===== src/core/cuc_pkg.sv =====
// Package for the chip unsecure control block: encodings, sizes and reset values
package cuc_pkg;
  localparam int CUC_KEY_WORDS = 4;
  localparam int CUC_KEY_IDX_W = 2;
  localparam logic [1:0] CUC_SEC_UNSECURED = 2'h2;
  localparam logic [1:0] CUC_KEYEN_ENABLED = 2'h2;
  localparam logic [1:0] CUC_SEC_RESET = 2'h1;
  localparam logic [1:0] CUC_KEYEN_RESET = 2'h0;
  localparam logic [15:0] CUC_WORD_ZERO = 16'h0000;
  localparam logic [15:0] CUC_WORD_ONES = 16'hFFFF;
  localparam logic [7:0] CUC_OPT_ERASED = 8'hFF;
  localparam logic [15:0] CUC_KEY_ERASED = 16'hFFFF;

  typedef enum logic [2:0] {
    CUC_ST_LOAD = 3'b000,
    CUC_ST_BLANK = 3'b001,
    CUC_ST_RUN = 3'b010,
    CUC_ST_KEYCMP = 3'b011,
    CUC_ST_HOLD = 3'b100
  } cuc_state_t;

  function automatic logic cuc_unsecured(input logic [1:0] f);
    return f == CUC_SEC_UNSECURED;
  endfunction : cuc_unsecured
endpackage : cuc_pkg


===== src/core/cuc_top.sv =====
// Chip unsecure control: key unlock, options byte rewrite and blank check gating
`timescale 1ns/100ps
module cuc_top
  import cuc_pkg::*;
#(
  parameter int KEY_WORDS = CUC_KEY_WORDS
) (
  input wire logic clock_i,
  input wire logic reset_i,
  input wire logic normal_single_chip_mode_i,
  input wire logic normal_expanded_mode_i,
  input wire logic special_single_chip_mode_i,
  input wire logic all_nvm_blank_i,
  input wire logic sector_protected_i,
  input wire logic key_wr_i,
  input wire logic [CUC_KEY_IDX_W-1:0] key_wr_idx_i,
  input wire logic [15:0] key_wr_data_i,
  input wire logic key_prog_i,
  input wire logic [CUC_KEY_IDX_W-1:0] key_prog_idx_i,
  input wire logic [15:0] key_prog_data_i,
  input wire logic opt_erase_i,
  input wire logic opt_prog_i,
  input wire logic [7:0] opt_prog_data_i,
  input wire logic bdm_cmd_i,
  output logic secured_o,
  output logic [1:0] security_state_field_o,
  output logic [1:0] key_unlock_enable_o,
  output logic key_unlocked_o,
  output logic key_fail_o,
  output logic opt_cmd_done_o,
  output logic opt_cmd_refused_o,
  output logic bdm_blocked_o,
  output logic bdm_hw_only_o,
  output logic bdm_all_cmds_o,
  output logic ready_o
);
  initial begin
    if (KEY_WORDS != CUC_KEY_WORDS) $error("cuc_top: KEY_WORDS must be %0d", CUC_KEY_WORDS);
    // Key buffer slicing and the sector index both rely on a power-of-two word count
    if ((1 << CUC_KEY_IDX_W) != KEY_WORDS) begin
      $error("cuc_top: key index width does not match KEY_WORDS");
    end
    if (CUC_SEC_RESET == CUC_SEC_UNSECURED) begin
      $error("cuc_top: reset security code must be a secured code");
    end
  end

  // Effective security: latched field, lifted by key unlock or a passed blank check
  function automatic logic eff_secured(input logic [1:0] sec, input logic unlocked,
    input logic all_cmds);
    return ~cuc_unsecured(sec) & ~unlocked & ~all_cmds;
  endfunction : eff_secured

  // A word of all zeros or all ones never unlocks, even if both sides agree
  function automatic logic key_word_pass(input logic [15:0] stored,
    input logic [15:0] supplied);
    return stored == supplied && stored != CUC_WORD_ZERO && stored != CUC_WORD_ONES;
  endfunction : key_word_pass

  typedef struct packed {
    cuc_state_t st;
    logic load_wait;
    logic [1:0] sec;
    logic [1:0] keyen;
    logic key_unlocked;
    logic key_fail;
    logic [CUC_KEY_WORDS-1:0] key_ok;
    logic [CUC_KEY_WORDS*16-1:0] key_buf;
    logic [CUC_KEY_IDX_W-1:0] idx;
    logic cmp_ok;
    logic done;
    logic refused;
    logic blocked;
    logic hw_only;
    logic all_cmds;
    logic ready;
    logic secured;
  } cuc_regs_t;

  // Reset image: secured, debug port blocked, copy from the options byte still to come
  localparam cuc_regs_t REGS_RESET = '{
    st: CUC_ST_LOAD,
    load_wait: 1'b0,
    sec: CUC_SEC_RESET,
    keyen: CUC_KEYEN_RESET,
    key_unlocked: 1'b0,
    key_fail: 1'b0,
    key_ok: '0,
    key_buf: '0,
    idx: '0,
    cmp_ok: 1'b0,
    done: 1'b0,
    refused: 1'b0,
    blocked: 1'b1,
    hw_only: 1'b0,
    all_cmds: 1'b0,
    ready: 1'b0,
    secured: 1'b1
  };

  cuc_regs_t q_r;
  cuc_regs_t q_nxt;

  logic [15:0] key_rdata;
  logic [7:0] opt_rdata;
  logic erase;
  logic key_we;
  logic opt_we;
  logic [CUC_KEY_IDX_W-1:0] rd_idx;
  logic normal_mode;
  logic sec_now;
  logic opt_allowed;
  logic [15:0] sup_word;
  logic word_pass;
  logic last_word;
  logic cmd_req;
  logic key_gate;
  logic start_cmp;

  assign normal_mode = normal_single_chip_mode_i | normal_expanded_mode_i;
  assign sec_now = eff_secured(q_r.sec, q_r.key_unlocked, q_r.all_cmds);
  assign sup_word = q_r.key_buf[16*q_r.idx +: 16];
  assign word_pass = key_word_pass(key_rdata, sup_word);
  assign last_word = q_r.idx == CUC_KEY_IDX_W'(CUC_KEY_WORDS - 1);
  assign cmd_req = opt_erase_i | opt_prog_i | key_prog_i;
  // Key unlock exists only in normal modes and only with the enable code latched
  assign key_gate = normal_mode && q_r.keyen == CUC_KEYEN_ENABLED;
  assign start_cmp = &q_r.key_ok && !key_wr_i;

  // Options sector commands: from firmware in normal single chip, once unsecured from any mode, special single chip needing all_cmds
  always_comb begin
    opt_allowed = q_r.ready & ~sector_protected_i;
    if (sec_now) begin
      opt_allowed = opt_allowed & normal_single_chip_mode_i;
    end else if (special_single_chip_mode_i) begin
      opt_allowed = opt_allowed & q_r.all_cmds;
    end
    opt_allowed = opt_allowed & (normal_single_chip_mode_i | q_r.key_unlocked
                                 | q_r.all_cmds | ~sec_now);
  end

  assign erase = opt_erase_i & opt_allowed;
  assign opt_we = opt_prog_i & opt_allowed & ~opt_erase_i;
  assign key_we = key_prog_i & opt_allowed & ~opt_erase_i;
  assign rd_idx = (q_r.st == CUC_ST_KEYCMP) ? q_r.idx : '0;

  // Sector commands share one permission; erase wins when both strobes arrive together
  cuc_nvm_sector #(
    .WORDS(CUC_KEY_WORDS)
  ) u_sector (
    .clock_i(clock_i),
    .reset_i(reset_i),
    .erase_i(erase),
    .key_we_i(key_we),
    .key_idx_i(key_prog_idx_i),
    .key_wdata_i(key_prog_data_i),
    .opt_we_i(opt_we),
    .opt_wdata_i(opt_prog_data_i),
    .rd_idx_i(rd_idx),
    .key_rdata_o(key_rdata),
    .opt_rdata_o(opt_rdata)
  );

  always_comb begin
    q_nxt = q_r;
    q_nxt.done = 1'b0;
    q_nxt.refused = 1'b0;
    q_nxt.key_fail = 1'b0;
    if (key_wr_i) begin
      q_nxt.key_buf[16*key_wr_idx_i +: 16] = key_wr_data_i;
      q_nxt.key_ok[key_wr_idx_i] = 1'b1;
    end
    // Every command strobe seen while ready gets exactly one answer pulse, accepted or refused
    if (q_r.ready && cmd_req) begin
      q_nxt.done = opt_allowed;
      q_nxt.refused = ~opt_allowed;
    end
    case (q_r.st)
      CUC_ST_LOAD: begin
        // Sector read data is registered and its register comes out of reset erased,
        // so the copy waits one cycle for the stored byte to reach the read port
        q_nxt.key_unlocked = 1'b0;
        q_nxt.all_cmds = 1'b0;
        q_nxt.hw_only = 1'b0;
        if (!q_r.load_wait) begin
          q_nxt.load_wait = 1'b1;
        end else begin
          q_nxt.sec = opt_rdata[1:0];
          q_nxt.keyen = opt_rdata[7:6];
          if (special_single_chip_mode_i && !cuc_unsecured(opt_rdata[1:0])) begin
            q_nxt.st = CUC_ST_BLANK;
            q_nxt.blocked = 1'b1;
          end else begin
            q_nxt.st = CUC_ST_RUN;
            q_nxt.blocked = 1'b0;
            q_nxt.all_cmds = special_single_chip_mode_i;
            q_nxt.ready = 1'b1;
          end
        end
      end
      CUC_ST_BLANK: begin
        // One sampled cycle of the blank result; a slower check would stay here longer
        q_nxt.blocked = 1'b0;
        q_nxt.all_cmds = all_nvm_blank_i;
        q_nxt.hw_only = ~all_nvm_blank_i;
        q_nxt.ready = 1'b1;
        q_nxt.st = CUC_ST_RUN;
      end
      CUC_ST_RUN: begin
        // Key attempt starts once all four words are written; a word written during the
        // compare lands mid-attempt, so firmware must wait for the verdict first
        if (start_cmp) begin
          q_nxt.key_ok = '0;
          q_nxt.idx = '0;
          q_nxt.cmp_ok = 1'b1;
          q_nxt.st = CUC_ST_KEYCMP;
        end
      end
      CUC_ST_KEYCMP: begin
        // Sector read lags index by a cycle; HOLD compares each word once its read data arrives
        q_nxt.st = CUC_ST_HOLD;
      end
      CUC_ST_HOLD: begin
        if (!word_pass) begin
          q_nxt.cmp_ok = 1'b0;
        end
        if (last_word) begin
          q_nxt.st = CUC_ST_RUN;
          if (q_r.cmp_ok && word_pass && key_gate) begin
            q_nxt.key_unlocked = 1'b1;
          end else begin
            q_nxt.key_fail = 1'b1;
          end
        end else begin
          q_nxt.idx = q_r.idx + 1'b1;
          q_nxt.st = CUC_ST_KEYCMP;
        end
      end
      default: begin
        // Unused codes fall back to a fresh load of the options byte
        q_nxt.st = CUC_ST_LOAD;
      end
    endcase
    // Reprogrammed options byte is not re-copied here; it waits for reset
    q_nxt.secured = eff_secured(q_nxt.sec, q_nxt.key_unlocked, q_nxt.all_cmds);
  end

  always_ff @(posedge clock_i or posedge reset_i) begin
    if (reset_i) begin
      q_r <= REGS_RESET;
    end else begin
      q_r <= q_nxt;
    end
  end

  always_ff @(posedge clock_i or posedge reset_i) begin
    if (reset_i) begin
      secured_o <= 1'b1;
      security_state_field_o <= CUC_SEC_RESET;
      key_unlock_enable_o <= CUC_KEYEN_RESET;
      key_unlocked_o <= 1'b0;
      key_fail_o <= 1'b0;
      opt_cmd_done_o <= 1'b0;
      opt_cmd_refused_o <= 1'b0;
      bdm_blocked_o <= 1'b1;
      bdm_hw_only_o <= 1'b0;
      bdm_all_cmds_o <= 1'b0;
      ready_o <= 1'b0;
    end else begin
      secured_o <= q_nxt.secured;
      security_state_field_o <= q_nxt.sec;
      key_unlock_enable_o <= q_nxt.keyen;
      key_unlocked_o <= q_nxt.key_unlocked;
      key_fail_o <= q_nxt.key_fail;
      opt_cmd_done_o <= q_nxt.done;
      opt_cmd_refused_o <= q_nxt.refused;
      bdm_blocked_o <= q_nxt.blocked | (bdm_cmd_i & q_nxt.blocked);
      bdm_hw_only_o <= q_nxt.hw_only;
      bdm_all_cmds_o <= q_nxt.all_cmds | (~q_nxt.secured & ~q_nxt.blocked);
      ready_o <= q_nxt.ready;
    end
  end
endmodule : cuc_top


===== src/core/cuc_nvm_sector.sv =====
// Options sector store: key words and options byte, registered read port
`timescale 1ns/100ps
module cuc_nvm_sector
  import cuc_pkg::*;
#(
  parameter int WORDS = CUC_KEY_WORDS
) (
  input wire logic clock_i,
  input wire logic reset_i,
  input wire logic erase_i,
  input wire logic key_we_i,
  input wire logic [CUC_KEY_IDX_W-1:0] key_idx_i,
  input wire logic [15:0] key_wdata_i,
  input wire logic opt_we_i,
  input wire logic [7:0] opt_wdata_i,
  input wire logic [CUC_KEY_IDX_W-1:0] rd_idx_i,
  output logic [15:0] key_rdata_o,
  output logic [7:0] opt_rdata_o
);
  logic [15:0] mem [WORDS];
  logic [7:0] opt;

  initial begin
    if (WORDS != (1 << CUC_KEY_IDX_W)) $error("cuc_nvm_sector: WORDS must match index width");
  end

  // Reset only loads the read registers; array contents are kept, as real cells are nonvolatile
  always_ff @(posedge clock_i or posedge reset_i) begin
    if (reset_i) begin
      key_rdata_o <= CUC_KEY_ERASED;
      opt_rdata_o <= CUC_OPT_ERASED;
    end else begin
      key_rdata_o <= mem[rd_idx_i];
      opt_rdata_o <= opt;
    end
  end

  always_ff @(posedge clock_i) begin
    if (erase_i) begin
      for (int i = 0; i < WORDS; i++) begin
        mem[i] <= CUC_KEY_ERASED;
      end
      opt <= CUC_OPT_ERASED;
    end else begin
      if (key_we_i) begin
        mem[key_idx_i] <= key_wdata_i;
      end
      if (opt_we_i) begin
        opt <= opt & opt_wdata_i;
      end
    end
  end
endmodule : cuc_nvm_sector


===== config.mk =====
export PLATFORM = sky130hd
export DESIGN_NAME = cuc_top
export DESIGN_NICKNAME = d
export VERILOG_FILES = /design/src/core/cuc_pkg.sv /design/src/core/cuc_top.sv /design/src/core/cuc_nvm_sector.sv
export SDC_FILE = /design/constraint.sdc
export NUM_CORES = 1
export LEC_CHECK = 0
export BUFFER_PORTS_ARGS = -buffer_cell sky130_fd_sc_hd__buf_4
export CAP_MARGIN = 0
export CORE_ASPECT_RATIO = 0.75
export CORE_UTILIZATION = 28
export DETAILED_ROUTE_END_ITERATION = 12
export HOLD_SLACK_MARGIN = 0.02
export SYNTH_ARGS = -nofsm -noshare
export SYNTH_HDL_FRONTEND = slang
export SYNTH_SLANG_ARGS = --single-unit

===== constraint.sdc =====
create_clock -name clock_i -period 3.5 [get_ports clock_i]
set_clock_uncertainty 0.15 [all_clocks]
set_input_delay 0.35 -clock clock_i [delete_from_list [all_inputs] [get_ports clock_i]]
set_output_delay 0.35 -clock clock_i [all_outputs]
set_load 0.02 [all_outputs]

==> impl_metrics.xml, run 1 <==
<?xml version="1.0" encoding="UTF-8"?>
<metrics>
  <group name="outcome">
    <metric name="outcome" unit="">finished clean</metric>
  </group>
  <group name="floorplan">
    <metric name="placement_rows" unit="">52</metric>
    <metric name="die_h" unit="um">147</metric>
    <metric name="chipWidth" unit="um">196</metric>
    <metric name="floorplan.core_area" unit="um2">27300</metric>
    <metric name="ioPinCount" unit="">69</metric>
    <metric name="dieArea" unit="um2">28800</metric>
    <metric name="initial_utilization" unit="%">28.9</metric>
  </group>
  <group name="synthesis">
    <metric name="netlist.top_cell.by_area" unit="">dfrtp_1</metric>
    <metric name="synth_seq_cells" unit="">178</metric>
    <metric name="asyncSetResetFlopFracSynth" unit="%">61.8</metric>
    <metric name="synth.yosys.warnings" unit="">0</metric>
    <metric name="netlist.area_leader.share" unit="%">27.4</metric>
    <metric name="syn-num-nets" unit="">681</metric>
    <metric name="synthesis.instances" unit="">616</metric>
    <metric name="mapped_cell_area" unit="um2">7870</metric>
    <metric name="number_of_flops_mapped_to_enable_cells_by_yosys" unit="">64</metric>
    <metric name="synthDistinctLibCells" unit="">60</metric>
    <metric name="ys.flop_type" unit="">dfrtp_1</metric>
    <metric name="synth.top_cells.by_area" unit="">dfrtp_1 27%, edfxtp_1 24%, dfstp_2 8.0%, a22o_1 7.1%, nand2b_1 4.1%</metric>
    <metric name="synth.yosys.seq_area_share" unit="%">60.8</metric>
    <metric name="syn_area_per_cell" unit="um2">12.8</metric>
  </group>
  <group name="clock_network">
    <metric name="cts-buffers-inserted" unit="">17</metric>
    <metric name="clock_latency" unit="ns">0.43</metric>
    <metric name="buffer_type_at_the_clock_tree_root" unit="">clkbuf_16</metric>
    <metric name="cts.sinks" unit="">178</metric>
    <metric name="clk_path_buf_depth" unit="">2</metric>
    <metric name="clock_transition_at_path_regs" unit="ns">0.07</metric>
    <metric name="cts_resized" unit="">0</metric>
    <metric name="htree_levels" unit="">4</metric>
    <metric name="tritoncts" unit="">built</metric>
  </group>
  <group name="sta">
    <metric name="finalSetupTns" unit="ns">0</metric>
    <metric name="timing.final.ws_setup" unit="ns">0.773</metric>
    <metric name="worst_pin_slew" unit="ns">0.794</metric>
    <metric name="timing.slew.headroom" unit="%">47.1</metric>
    <metric name="fmax" unit="GHz">0.367</metric>
    <metric name="min_tclk_post_route" unit="ns">2.73</metric>
    <metric name="final.period_utilization" unit="%">77.9</metric>
    <metric name="setup_repair_after_global_routing_missed_its_margin" unit="">false</metric>
    <metric name="drv_slew" unit="">0</metric>
    <metric name="setup_viol_count_final" unit="">0</metric>
    <metric name="timing_hold_violations_final" unit="">0</metric>
  </group>
  <group name="pwr">
    <metric name="pwr_density_cell" unit="nW/um2">567</metric>
    <metric name="pwr-share-seq" unit="%">47.7</metric>
    <metric name="ir_drop" unit="mV">0.378</metric>
    <metric name="power" unit="mW">5.46</metric>
    <metric name="sw_frac_of_total" unit="%">29.4</metric>
    <metric name="net-switching-power" unit="mW">1.61</metric>
    <metric name="clock_power_share" unit="%">34.4</metric>
    <metric name="power.share.combinational" unit="%">17.9</metric>
    <metric name="power.leakage" unit="nW">3.59</metric>
    <metric name="cellInternalPower" unit="mW">3.85</metric>
  </group>
  <group name="critical_path">
    <metric name="crit_chain" unit="">buf_12, mux4_2, xnor2_1, nand3_1, a2111oi_4, nand4_1, a221oi_2</metric>
    <metric name="crit_required" unit="ns">3.69</metric>
    <metric name="timing.setup.critical_path_class" unit="">reg -&gt; reg</metric>
    <metric name="crit_path_max_incr_delay" unit="ns">0.54</metric>
    <metric name="crit_slowest_cell" unit="">mux4_2</metric>
    <metric name="r2r_setup_slack" unit="ns">0.77</metric>
    <metric name="worstPathMaxFanout" unit="">17</metric>
    <metric name="endpoint_kind" unit="">flop</metric>
    <metric name="worstPathArrival" unit="ns">2.91</metric>
    <metric name="crit_start_category" unit="">flop</metric>
  </group>
  <group name="drt">
    <metric name="wirelength" unit="um">19000</metric>
    <metric name="avgRoutedWirePerCell" unit="um">17.7</metric>
    <metric name="detailedRoute.firstIterationViolations" unit="">374</metric>
    <metric name="detailedRoute.firstPassIterationCount" unit="">6</metric>
    <metric name="drc" unit="">0</metric>
    <metric name="via_per_inst" unit="">4.86</metric>
    <metric name="route.antenna.remaining_nets" unit="">0</metric>
    <metric name="vias" unit="">5210</metric>
  </group>
  <group name="global_route">
    <metric name="antenna_found_initial" unit="">0</metric>
    <metric name="grt_start_max_net_pins" unit="">69</metric>
    <metric name="grt_pass1_vias" unit="">5271</metric>
    <metric name="use_met1" unit="%">21.2</metric>
    <metric name="global_route.usage.met3" unit="%">2.98</metric>
    <metric name="grt.busiest_layer" unit="">met1</metric>
    <metric name="global_route_wire_length_before_repair" unit="um">30600</metric>
    <metric name="global_route.overflow_total" unit="">0</metric>
    <metric name="grt.met2_usage" unit="%">20.1</metric>
    <metric name="grtUsageTotal" unit="%">14.0</metric>
  </group>
  <group name="placed_design">
    <metric name="hpwlAfterDp" unit="um">12200</metric>
    <metric name="port-buffer-count" unit="">63</metric>
    <metric name="place.gp.congestion" unit="">0.742</metric>
    <metric name="dp_slack" unit="ns">0.793</metric>
  </group>
  <group name="cells_and_area">
    <metric name="fin_nets" unit="">774</metric>
    <metric name="post_route_cells_drive_above_1_share" unit="%">23.1</metric>
    <metric name="n_antenna_cell" unit="">0</metric>
    <metric name="final_util" unit="%">35.3</metric>
    <metric name="area_growth_syn_to_layout" unit="%">22.4</metric>
  </group>
  <group name="flow_run">
    <metric name="drv_cap" unit="">0</metric>
  </group>
  <group name="hold_path">
    <metric name="hold_path.class" unit="">in -&gt; reg</metric>
  </group>
</metrics>
==> per-stage QoR <==
stage / hold slack [ns] / cells / instance area (um2)
after floorplan: 0.146 / 616 / 7870
after global placement: 0.150 / 1018 / 8810
after detailed placement: 0.152 / 1018 / 8810
after CTS: 0.0237 / 1073 / 9620
after global routing: 0.0335 / 1073 / 9620
final: 0.0494 / 1073 / 9620
==> placed cells by master, fill, tap and decap left out, types with 3 or more instances in the layout <==
master,Yosys,routed
a211oi_1,9,9
a21o_1,4,4
a21oi_1,17,17
a22o_1,64,64
a31oi_1,10,10
and2_1,4,4
buf_4,4,85
clkbuf_16,0,17
clkinv_4,0,3
dfrtp_1,86,86
dfstp_2,24,24
dfxtp_1,4,4
dlygate4sd3_1,0,23
edfxtp_1,64,64
ha_1,9,9
inv_1,4,3
inv_6,0,5
inv_8,0,3
mux2i_1,5,5
mux4_2,12,12
nand2_1,43,43
nand2b_1,51,51
nand3_1,8,8
nand3b_1,4,4
nand4_1,8,8
nor2_1,36,36
nor2b_1,15,15
nor3_1,3,3
nor4_1,6,5
nor4b_2,3,3
o21ai_0,4,4
o21ai_1,9,9
o22ai_1,13,13
or2_1,16,16
xnor2_1,12,12
xor2_1,6,6
==> cell usage after synthesis (3+ instances only) <==
master,count
ha_1,9
nor4_1,6
nor2_1,36
clkbuf_1,21
mux4_2,12
nor2b_1,15
edfxtp_1,64
or2_1,16
o21ai_1,9
a21o_1,4
inv_1,4
o21ai_0,4
o22ai_1,13
nand3_1,8
dfstp_2,24
a211oi_1,9
nand3b_1,4
xnor2_1,12
nor3_1,3
nand2b_1,51
nand4_1,8
buf_4,4
dfxtp_1,4
and2_1,4
buf_2,7
dfrtp_1,86
a21oi_1,17
nor4b_2,3
a31oi_1,10
nand2_1,43
mux2i_1,5
xor2_1,6
a22o_1,64
==> layout make-up <==
cell class | instances | area [um2]
clock buffer | 18 | 439
clock inverter | 14 | 141
fill | 2636 | 17600
inverter | 5 | 21.3
multi-input combinational | 397 | 2890
sequential | 178 | 4780
tap | 351 | 439
timing repair buffer | 110 | 908
==> final timing paths <==
check	start	to	depth (start not counted)
max	q_r[8]	bdm_all_cmds_o	7
min	key_prog_data_i[0]	u_sector.mem[3][0]	2
max reg2reg	q_r[8]	bdm_all_cmds_o	7
min reg2reg	u_sector.opt[7]	u_sector.opt_rdata_o[7]	0
max in group asynchronous	reset_i	asynchronous set/reset pin	4
min in group asynchronous	reset_i	key_fail_o	3
==> logic make-up after synthesis <==
logic type	count (synthesis)	synth area share (%)
AND/OR/NAND/NOR	207	14.4
XOR/XNOR	18	2.00
multiplexers	22	5.17
buffers and inverters	41	2.50
adder cells (fa/ha/maj)	10	1.56
flip-flops	178	60.8
AO/OA/AOI/OAI	140	13.5
==> worst max-delay path: cells and delay by family (launching register included) <==
family,cells,cell delay [ns]
and+or+nand+nor,2,0.33
DFF,1,0.46
buffers and inverters,1,0.22
muxes,1,0.54
xor gates and xnor gates,1,0.21
AOI/OAI and AO/OA,2,0.72
==> power groups by stage <==
stage / clock (mW) / sequential (mW) / combinational (mW)
finish: 1.88 / 2.60 / 0.979
global placement: 0 / 2.63 / 0.949
floorplan: 0 / 2.62 / 0.652
CTS: 1.93 / 2.60 / 0.994
detailed placement: 0 / 2.64 / 0.963
global route: 2.01 / 2.63 / 1.09
==> what timing repair did <==
item / CTS / global route
buffers inserted: 0 / 0
endpoints found under the hold margin: 80 / 0
hold buffers: 23 / 0
==> layer usage <==
layer	wire length [um]	share of wire (%)
met4	37	0.19
met2	8330	44
met5	0	0
met3	934	4.9
met1	9700	51
No activity file was read; power rests on OpenSTA's default activity.
==> run 2: changes to the inputs <==
Clock period 3.5 ns to 2.66 ns, I/O delays scaled along.
==> run 2 against run 1 <==
Compared with the run above:
- cell count is 2.8% higher
- critical path depth is 1 higher
- power is 32% higher
- non-clock buffer count is 30 higher
- routed wire length is 1.9% higher
- count of clock-buffer cells in the layout is 3 higher
- maximum frequency is 10% higher
- sequential power is 30% higher
- combinational power is 42% higher
- global-route usage is 0.26 points higher
- setup slack worse by 0.59 ns
- core utilization is 1.1 points higher
==> impl_metrics.xml, run 2 (same netlist as run 1, synthesis figures left out) <==
<?xml version="1.0" encoding="UTF-8"?>
<metrics>
  <group name="drt">
    <metric name="wirelength" unit="um">19400</metric>
    <metric name="detailedRoute.firstIterationViolations" unit="">347</metric>
    <metric name="avgRoutedWirePerCell" unit="um">17.6</metric>
    <metric name="detailedRoute.firstPassIterationCount" unit="">5</metric>
    <metric name="drc" unit="">0</metric>
    <metric name="route.antenna.remaining_nets" unit="">0</metric>
    <metric name="vias" unit="">5365</metric>
    <metric name="via_per_inst" unit="">4.86</metric>
  </group>
  <group name="global_route">
    <metric name="antenna_found_initial" unit="">0</metric>
    <metric name="use_met1" unit="%">20.7</metric>
    <metric name="global_route.overflow_total" unit="">0</metric>
    <metric name="grt.met2_usage" unit="%">21.0</metric>
    <metric name="grtUsageTotal" unit="%">14.2</metric>
    <metric name="grt_pass1_vias" unit="">5473</metric>
    <metric name="global_route_wire_length_before_repair" unit="um">31200</metric>
    <metric name="grt.busiest_layer" unit="">met2</metric>
    <metric name="global_route.usage.met3" unit="%">3.58</metric>
    <metric name="grt_start_max_net_pins" unit="">43</metric>
  </group>
  <group name="clock_network">
    <metric name="cts-buffers-inserted" unit="">17</metric>
    <metric name="cts_resized" unit="">0</metric>
    <metric name="htree_levels" unit="">4</metric>
    <metric name="clock_latency" unit="ns">0.44</metric>
    <metric name="clock_transition_at_path_regs" unit="ns">0.06</metric>
    <metric name="buffer_type_at_the_clock_tree_root" unit="">clkbuf_16</metric>
    <metric name="tritoncts" unit="">built</metric>
    <metric name="cts_setup_buffers" unit="">0</metric>
    <metric name="cts.sinks" unit="">178</metric>
    <metric name="ctsHoldBuffers" unit="">45</metric>
    <metric name="clk_path_buf_depth" unit="">2</metric>
  </group>
  <group name="critical_path">
    <metric name="critical_path_launch_point" unit="">q_r[8]</metric>
    <metric name="timing.setup.critical_path_class" unit="">reg -&gt; reg</metric>
    <metric name="crit_chain" unit="">buf_4, mux4_2, xnor2_1, nand4_1, nor3_2, buf_4, nand4_1, a221oi_2</metric>
    <metric name="crit_path_max_incr_delay" unit="ns">0.54</metric>
    <metric name="timing.reg2reg.worst_path_depth" unit="">8</metric>
    <metric name="reg2reg_from" unit="">q_r[8]</metric>
    <metric name="worstPathArrival" unit="ns">2.67</metric>
    <metric name="crit_slowest_cell" unit="">mux4_2</metric>
    <metric name="endpoint_kind" unit="">flop</metric>
    <metric name="worstPathMaxFanout" unit="">5</metric>
    <metric name="crit_required" unit="ns">2.85</metric>
    <metric name="crit_start_category" unit="">flop</metric>
  </group>
  <group name="sta">
    <metric name="timing_hold_violations_final" unit="">0</metric>
    <metric name="timing.final.ws_setup" unit="ns">0.182</metric>
    <metric name="fmax" unit="GHz">0.404</metric>
    <metric name="setup_repair_after_global_routing_missed_its_margin" unit="">false</metric>
    <metric name="final.period_utilization" unit="%">93.2</metric>
    <metric name="worst_pin_slew" unit="ns">0.702</metric>
    <metric name="setup_viol_count_final" unit="">0</metric>
    <metric name="timing.slew.headroom" unit="%">53.1</metric>
    <metric name="drv_slew" unit="">0</metric>
    <metric name="finalSetupTns" unit="ns">0</metric>
    <metric name="min_tclk_post_route" unit="ns">2.48</metric>
  </group>
  <group name="cells_and_area">
    <metric name="filler_cell_count" unit="">2642</metric>
    <metric name="n_antenna_cell" unit="">0</metric>
    <metric name="layout_commonest_cell" unit="">buf_4</metric>
    <metric name="fin_nets" unit="">804</metric>
    <metric name="area_growth_syn_to_layout" unit="%">26.1</metric>
    <metric name="layout.cell_area.non_filler" unit="um2">9920</metric>
    <metric name="post_route_cells_drive_above_1_share" unit="%">23.1</metric>
    <metric name="final_cell_mix" unit="">91 x buf_4, 86 x dfrtp_1, 64 x a22o_1, 64 x edfxtp_1, 51 x nand2b_1</metric>
  </group>
  <group name="pwr">
    <metric name="power.share.combinational" unit="%">19.4</metric>
    <metric name="ir_drop" unit="mV">0.457</metric>
    <metric name="power.leakage" unit="nW">3.71</metric>
    <metric name="power" unit="mW">7.19</metric>
    <metric name="net-switching-power" unit="mW">2.04</metric>
    <metric name="clock_power_share" unit="%">33.5</metric>
    <metric name="pwr-share-seq" unit="%">47.1</metric>
    <metric name="sw_frac_of_total" unit="%">28.4</metric>
    <metric name="pwr_density_cell" unit="nW/um2">725</metric>
    <metric name="cellInternalPower" unit="mW">5.15</metric>
  </group>
  <group name="floorplan">
    <metric name="die_h" unit="um">147</metric>
    <metric name="placement_rows" unit="">52</metric>
    <metric name="floorplan.core_area" unit="um2">27300</metric>
    <metric name="chipWidth" unit="um">196</metric>
    <metric name="ioPinCount" unit="">69</metric>
    <metric name="dieArea" unit="um2">28800</metric>
    <metric name="initial_utilization" unit="%">28.9</metric>
  </group>
  <group name="flow_run">
    <metric name="drv_cap" unit="">0</metric>
  </group>
  <group name="hold_path">
    <metric name="hold_path.class" unit="">in -&gt; reg</metric>
    <metric name="cell_depth_of_the_worst_min_delay_path" unit="">4</metric>
    <metric name="holdCritStartpoint" unit="">key_wr_idx_i[1]</metric>
  </group>
  <group name="placed_design">
    <metric name="port-buffer-count" unit="">63</metric>
    <metric name="place.gp.congestion" unit="">0.741</metric>
    <metric name="hpwlAfterDp" unit="um">12500</metric>
    <metric name="dp_slack" unit="ns">0.182</metric>
    <metric name="detailed_place.area" unit="um2">8900</metric>
  </group>
  <group name="outcome">
    <metric name="outcome" unit="">finished clean</metric>
  </group>
</metrics>
## run 2: changes by cell type in the layout (fill, tap and decap cells not counted), sizes merged
cell         change
dlygate4sd3     +22
clkinvlp         +4
inv              -4
buf              +8
clkbuf           +3
clkinv           -3
## run 2: area by class of cell
type | instances | area (um2) | share of cell area, %
multi-input cells | 397 | 2890 | 29.2
clock inverters | 11 | 93.8 | 0.946
flip-flops and latches | 178 | 4780 | 48.2
clock buffers | 21 | 472 | 4.76
well taps | 351 | 439 | 4.43
repair buffers | 140 | 1210 | 12.2
inverters | 5 | 22.5 | 0.227
## run 2: worst paths after layout
path                                            to  slack (ns)
min in group asynchronous               key_fail_o        0.35
min reg2reg                u_sector.opt_rdata_o[1]        0.16
max reg2reg                         bdm_all_cmds_o        0.18
min                                        q_r[77]        0.12
max                                 bdm_all_cmds_o        0.18
max in group asynchronous  u_sector.key_rdata_o[3]        1.31
## run 2: power by group through the flow
stage          Combinational [mW]  Sequential (mW)  Clock [mW]
6_report                     1.39             3.39        2.41
5_1_grt                      1.55             3.42        2.60
2_1_floorplan               0.860             3.45           0
3_5_place_dp                 1.34             3.43           0
3_3_place_gp                 1.33             3.43           0
4_1_cts                      1.41             3.39        2.48
## run 2: per-layer routing
metal | wire length (um) | share of wire, % | vias up
met5 | 0 | 0 | -
met4 | 182 | 0.94 | 0
met3 | 924 | 4.8 | 11
met2 | 8570 | 44 | 119
met1 | 9700 | 50 | 2710
li1 | - | - | 2525
## run 2: worst max-delay path: cells and delay by family (launching register included)
family          cells  cell delay, ns
mux                 1            0.54
flops               1            0.45
buf+inv             2            0.37
xor+xnor            1            0.17
compound gates      1            0.25
simple gates        3            0.44
## run 2: metrics by stage
stage	hold slack [ns]	std cells	utilization (%)
after floorplan	0.146	616	-
after global placement	0.151	1026	32.7
after detailed placement	0.155	1026	32.7
after CTS	0.110	1103	36.4
after global routing	0.119	1103	36.4
final	0.117	1103	36.4
==> run 3: changes to the inputs <==
Settings changed: ABC_CLOCK_PERIOD_IN_PS set to 2660, SETUP_SLACK_MARGIN set to 0.5.
==> run 3 against run 2 <==
Compared with the run above:
- critical path depth fell by 2
- power rose by 3.4%
- maximum frequency rose by 2.4%
- sequential share of layout area fell by 2.8 points
- worst hold slack got worse by 0.031 ns
- design area rose by 6.1%
- die area did not move
- largest cell class unchanged
- cell count rose by 1.8%
- critical path type unchanged
- sequential power barely moved
==> impl_metrics.xml, run 3 (same netlist as run 1, synthesis figures left out) <==
<?xml version="1.0" encoding="UTF-8"?>
<metrics>
  <group name="outcome">
    <metric name="outcome" unit="">finished clean</metric>
  </group>
  <group name="drt">
    <metric name="detailedRoute.firstPassIterationCount" unit="">5</metric>
    <metric name="via_per_inst" unit="">4.92</metric>
    <metric name="detailedRoute.firstIterationViolations" unit="">418</metric>
    <metric name="vias" unit="">5524</metric>
    <metric name="drc" unit="">0</metric>
    <metric name="wirelength" unit="um">20500</metric>
    <metric name="avgRoutedWirePerCell" unit="um">18.2</metric>
    <metric name="route.antenna.remaining_nets" unit="">0</metric>
  </group>
  <group name="clock_network">
    <metric name="clk_path_buf_depth" unit="">2</metric>
    <metric name="buffer_type_at_the_clock_tree_root" unit="">clkbuf_16</metric>
    <metric name="cts-buffers-inserted" unit="">17</metric>
    <metric name="htree_levels" unit="">4</metric>
    <metric name="clock_transition_at_path_regs" unit="ns">0.07</metric>
    <metric name="cts.sinks" unit="">178</metric>
    <metric name="tritoncts" unit="">built</metric>
    <metric name="clock_latency" unit="ns">0.44</metric>
  </group>
  <group name="placed_design">
    <metric name="detailed_place.area" unit="um2">8950</metric>
    <metric name="place.gp.congestion" unit="">0.763</metric>
    <metric name="hpwlAfterDp" unit="um">12700</metric>
    <metric name="port-buffer-count" unit="">63</metric>
    <metric name="place.detailed.instances" unit="">1028</metric>
  </group>
  <group name="critical_path">
    <metric name="reg2reg_from" unit="">q_r[8]</metric>
    <metric name="worst_r2r_endpoint" unit="">bdm_all_cmds_o</metric>
    <metric name="worstPathMaxFanout" unit="">3</metric>
    <metric name="timing.reg2reg.worst_path_depth" unit="">6</metric>
    <metric name="endpoint_kind" unit="">flop</metric>
    <metric name="crit_start_category" unit="">flop</metric>
    <metric name="timing.setup.critical_path_class" unit="">reg -&gt; reg</metric>
    <metric name="worstPathArrival" unit="ns">2.62</metric>
    <metric name="crit_required" unit="ns">2.86</metric>
    <metric name="r2r_setup_slack" unit="ns">0.24</metric>
  </group>
  <group name="hold_path">
    <metric name="min_to" unit="">bdm_blocked_o</metric>
    <metric name="hold_path.class" unit="">in -&gt; reg</metric>
    <metric name="cell_depth_of_the_worst_min_delay_path" unit="">3</metric>
    <metric name="holdCritStartpoint" unit="">special_single_chip_mode_i</metric>
  </group>
  <group name="pwr">
    <metric name="ir_drop" unit="mV">0.492</metric>
    <metric name="pwr_density_cell" unit="nW/um2">706</metric>
    <metric name="power.leakage" unit="nW">4.02</metric>
  </group>
  <group name="cells_and_area">
    <metric name="post_route_cells_drive_above_1_share" unit="%">30.7</metric>
    <metric name="area_growth_syn_to_layout" unit="%">33.8</metric>
    <metric name="instances_no_fill" unit="">1123</metric>
    <metric name="layout.cell_area.non_filler" unit="um2">10500</metric>
    <metric name="filler_cell_count" unit="">2553</metric>
    <metric name="layout_commonest_cell" unit="">buf_4</metric>
    <metric name="fin_nets" unit="">823</metric>
    <metric name="final_cell_mix" unit="">95 x buf_4, 84 x dfrtp_1, 64 x a22o_1, 64 x edfxtp_1, 44 x dlygate4sd3_1</metric>
    <metric name="final_util" unit="%">38.6</metric>
  </group>
  <group name="sta">
    <metric name="timing_hold_violations_final" unit="">0</metric>
    <metric name="setup_repair_after_global_routing_missed_its_margin" unit="">true</metric>
    <metric name="timing.slew.headroom" unit="%">45.1</metric>
    <metric name="whs" unit="ns">0.0855</metric>
    <metric name="min_tclk_post_route" unit="ns">2.42</metric>
    <metric name="final.period_utilization" unit="%">91.0</metric>
    <metric name="fmax" unit="GHz">0.413</metric>
    <metric name="setup_viol_count_final" unit="">0</metric>
    <metric name="worst_pin_slew" unit="ns">0.821</metric>
    <metric name="drv_slew" unit="">0</metric>
    <metric name="finalSetupTns" unit="ns">0</metric>
  </group>
  <group name="flow_run">
    <metric name="drv_cap" unit="">0</metric>
  </group>
  <group name="global_route">
    <metric name="grt.met2_usage" unit="%">22.1</metric>
    <metric name="antenna_found_initial" unit="">0</metric>
    <metric name="grt_start_max_net_pins" unit="">50</metric>
    <metric name="use_met1" unit="%">21.6</metric>
    <metric name="global_route_wire_length_before_repair" unit="um">32400</metric>
    <metric name="global_route.overflow_total" unit="">0</metric>
    <metric name="grt.busiest_layer" unit="">met2</metric>
    <metric name="global_route.usage.met3" unit="%">3.26</metric>
    <metric name="grtUsageTotal" unit="%">14.9</metric>
    <metric name="grt_pass1_vias" unit="">5600</metric>
  </group>
  <group name="floorplan">
    <metric name="chipWidth" unit="um">196</metric>
    <metric name="floorplan.core_area" unit="um2">27300</metric>
    <metric name="ioPinCount" unit="">69</metric>
    <metric name="die_h" unit="um">147</metric>
    <metric name="placement_rows" unit="">52</metric>
    <metric name="dieArea" unit="um2">28800</metric>
    <metric name="initial_utilization" unit="%">28.9</metric>
  </group>
</metrics>
run 3: changes by cell type in the layout (fill, tap and decap cells not counted), sizes merged:
cell,previous run,this run
buf,95,110
a21o,4,6
nand2,43,45
bufinv,0,1
clkinv,3,4
clkinvlp,4,3
diode,0,1
dlygate4sd3,45,44
run 3: through the flow:
step	setup slack, ns	total power, mW
after floorplan	0.163	4.32
after global placement	0.133	4.79
after detailed placement	0.125	4.81
after CTS	0.212	7.44
after global routing	0.143	7.79
final	0.239	7.43
run 3: worst max path at each step:
| stage | from | endpoint | slack (ns) |
|---|---|---|---|
| floorplan | security_state_field_o[0] | u_sector.mem[1][0] | 0.16 |
| global placement | q_r[8] | bdm_all_cmds_o | 0.13 |
| detailed placement | q_r[8] | bdm_all_cmds_o | 0.13 |
| CTS | q_r[8] | bdm_all_cmds_o | 0.21 |
| global route | q_r[8] | bdm_all_cmds_o | 0.14 |
| finish | q_r[8] | bdm_all_cmds_o | 0.24 |
run 3: critical path, cell delays in order, from the launching register on:
cell	delay, ns
dfrtp_2	0.41
buf_6	0.14
mux4_2	0.56
xor2_2	0.19
a2111oi_4	0.47
nand4_1	0.17
a221oi_2	0.24
run 3: final cells by class:
cell class	instances	area, um2	share of cell area (%)
Antenna cell	1	2.50	0.0238
Clock buffer	20	447	4.24
Clock inverter	12	124	1.18
Inverter	5	22.5	0.214
Multi-Input combinational cell	401	3280	31.2
Sequential cell	178	4790	45.5
Tap cell	351	439	4.17
Timing Repair Buffer	155	1420	13.5
run 3: what timing repair did:
item	4_1_cts	5_1_grt
gates resized for setup	25	43
endpoints found under the hold margin	158	0
pin swaps	6	9
buffers inserted	9	3
endpoints found under the setup margin	122	128
hold buffers	44	0
gates cloned	5	1
run 3: per-layer routing:
| layer | up-vias | share of wire [%] |
|---|---|---|
| li1 | 2578 | - |
| met3 | 16 | 4.3 |
| met5 | - | 0 |
| met2 | 125 | 45 |
| met4 | 0 | 1.1 |
| met1 | 2805 | 50 |
run 3: power breakdown:
part           switching, mW  leakage (nW)  internal [mW]  total (mW)
Sequential             0.184          1.84           3.23        3.41
Combinational          0.834          1.91          0.730        1.56
Clock                   1.12         0.274           1.34        2.46
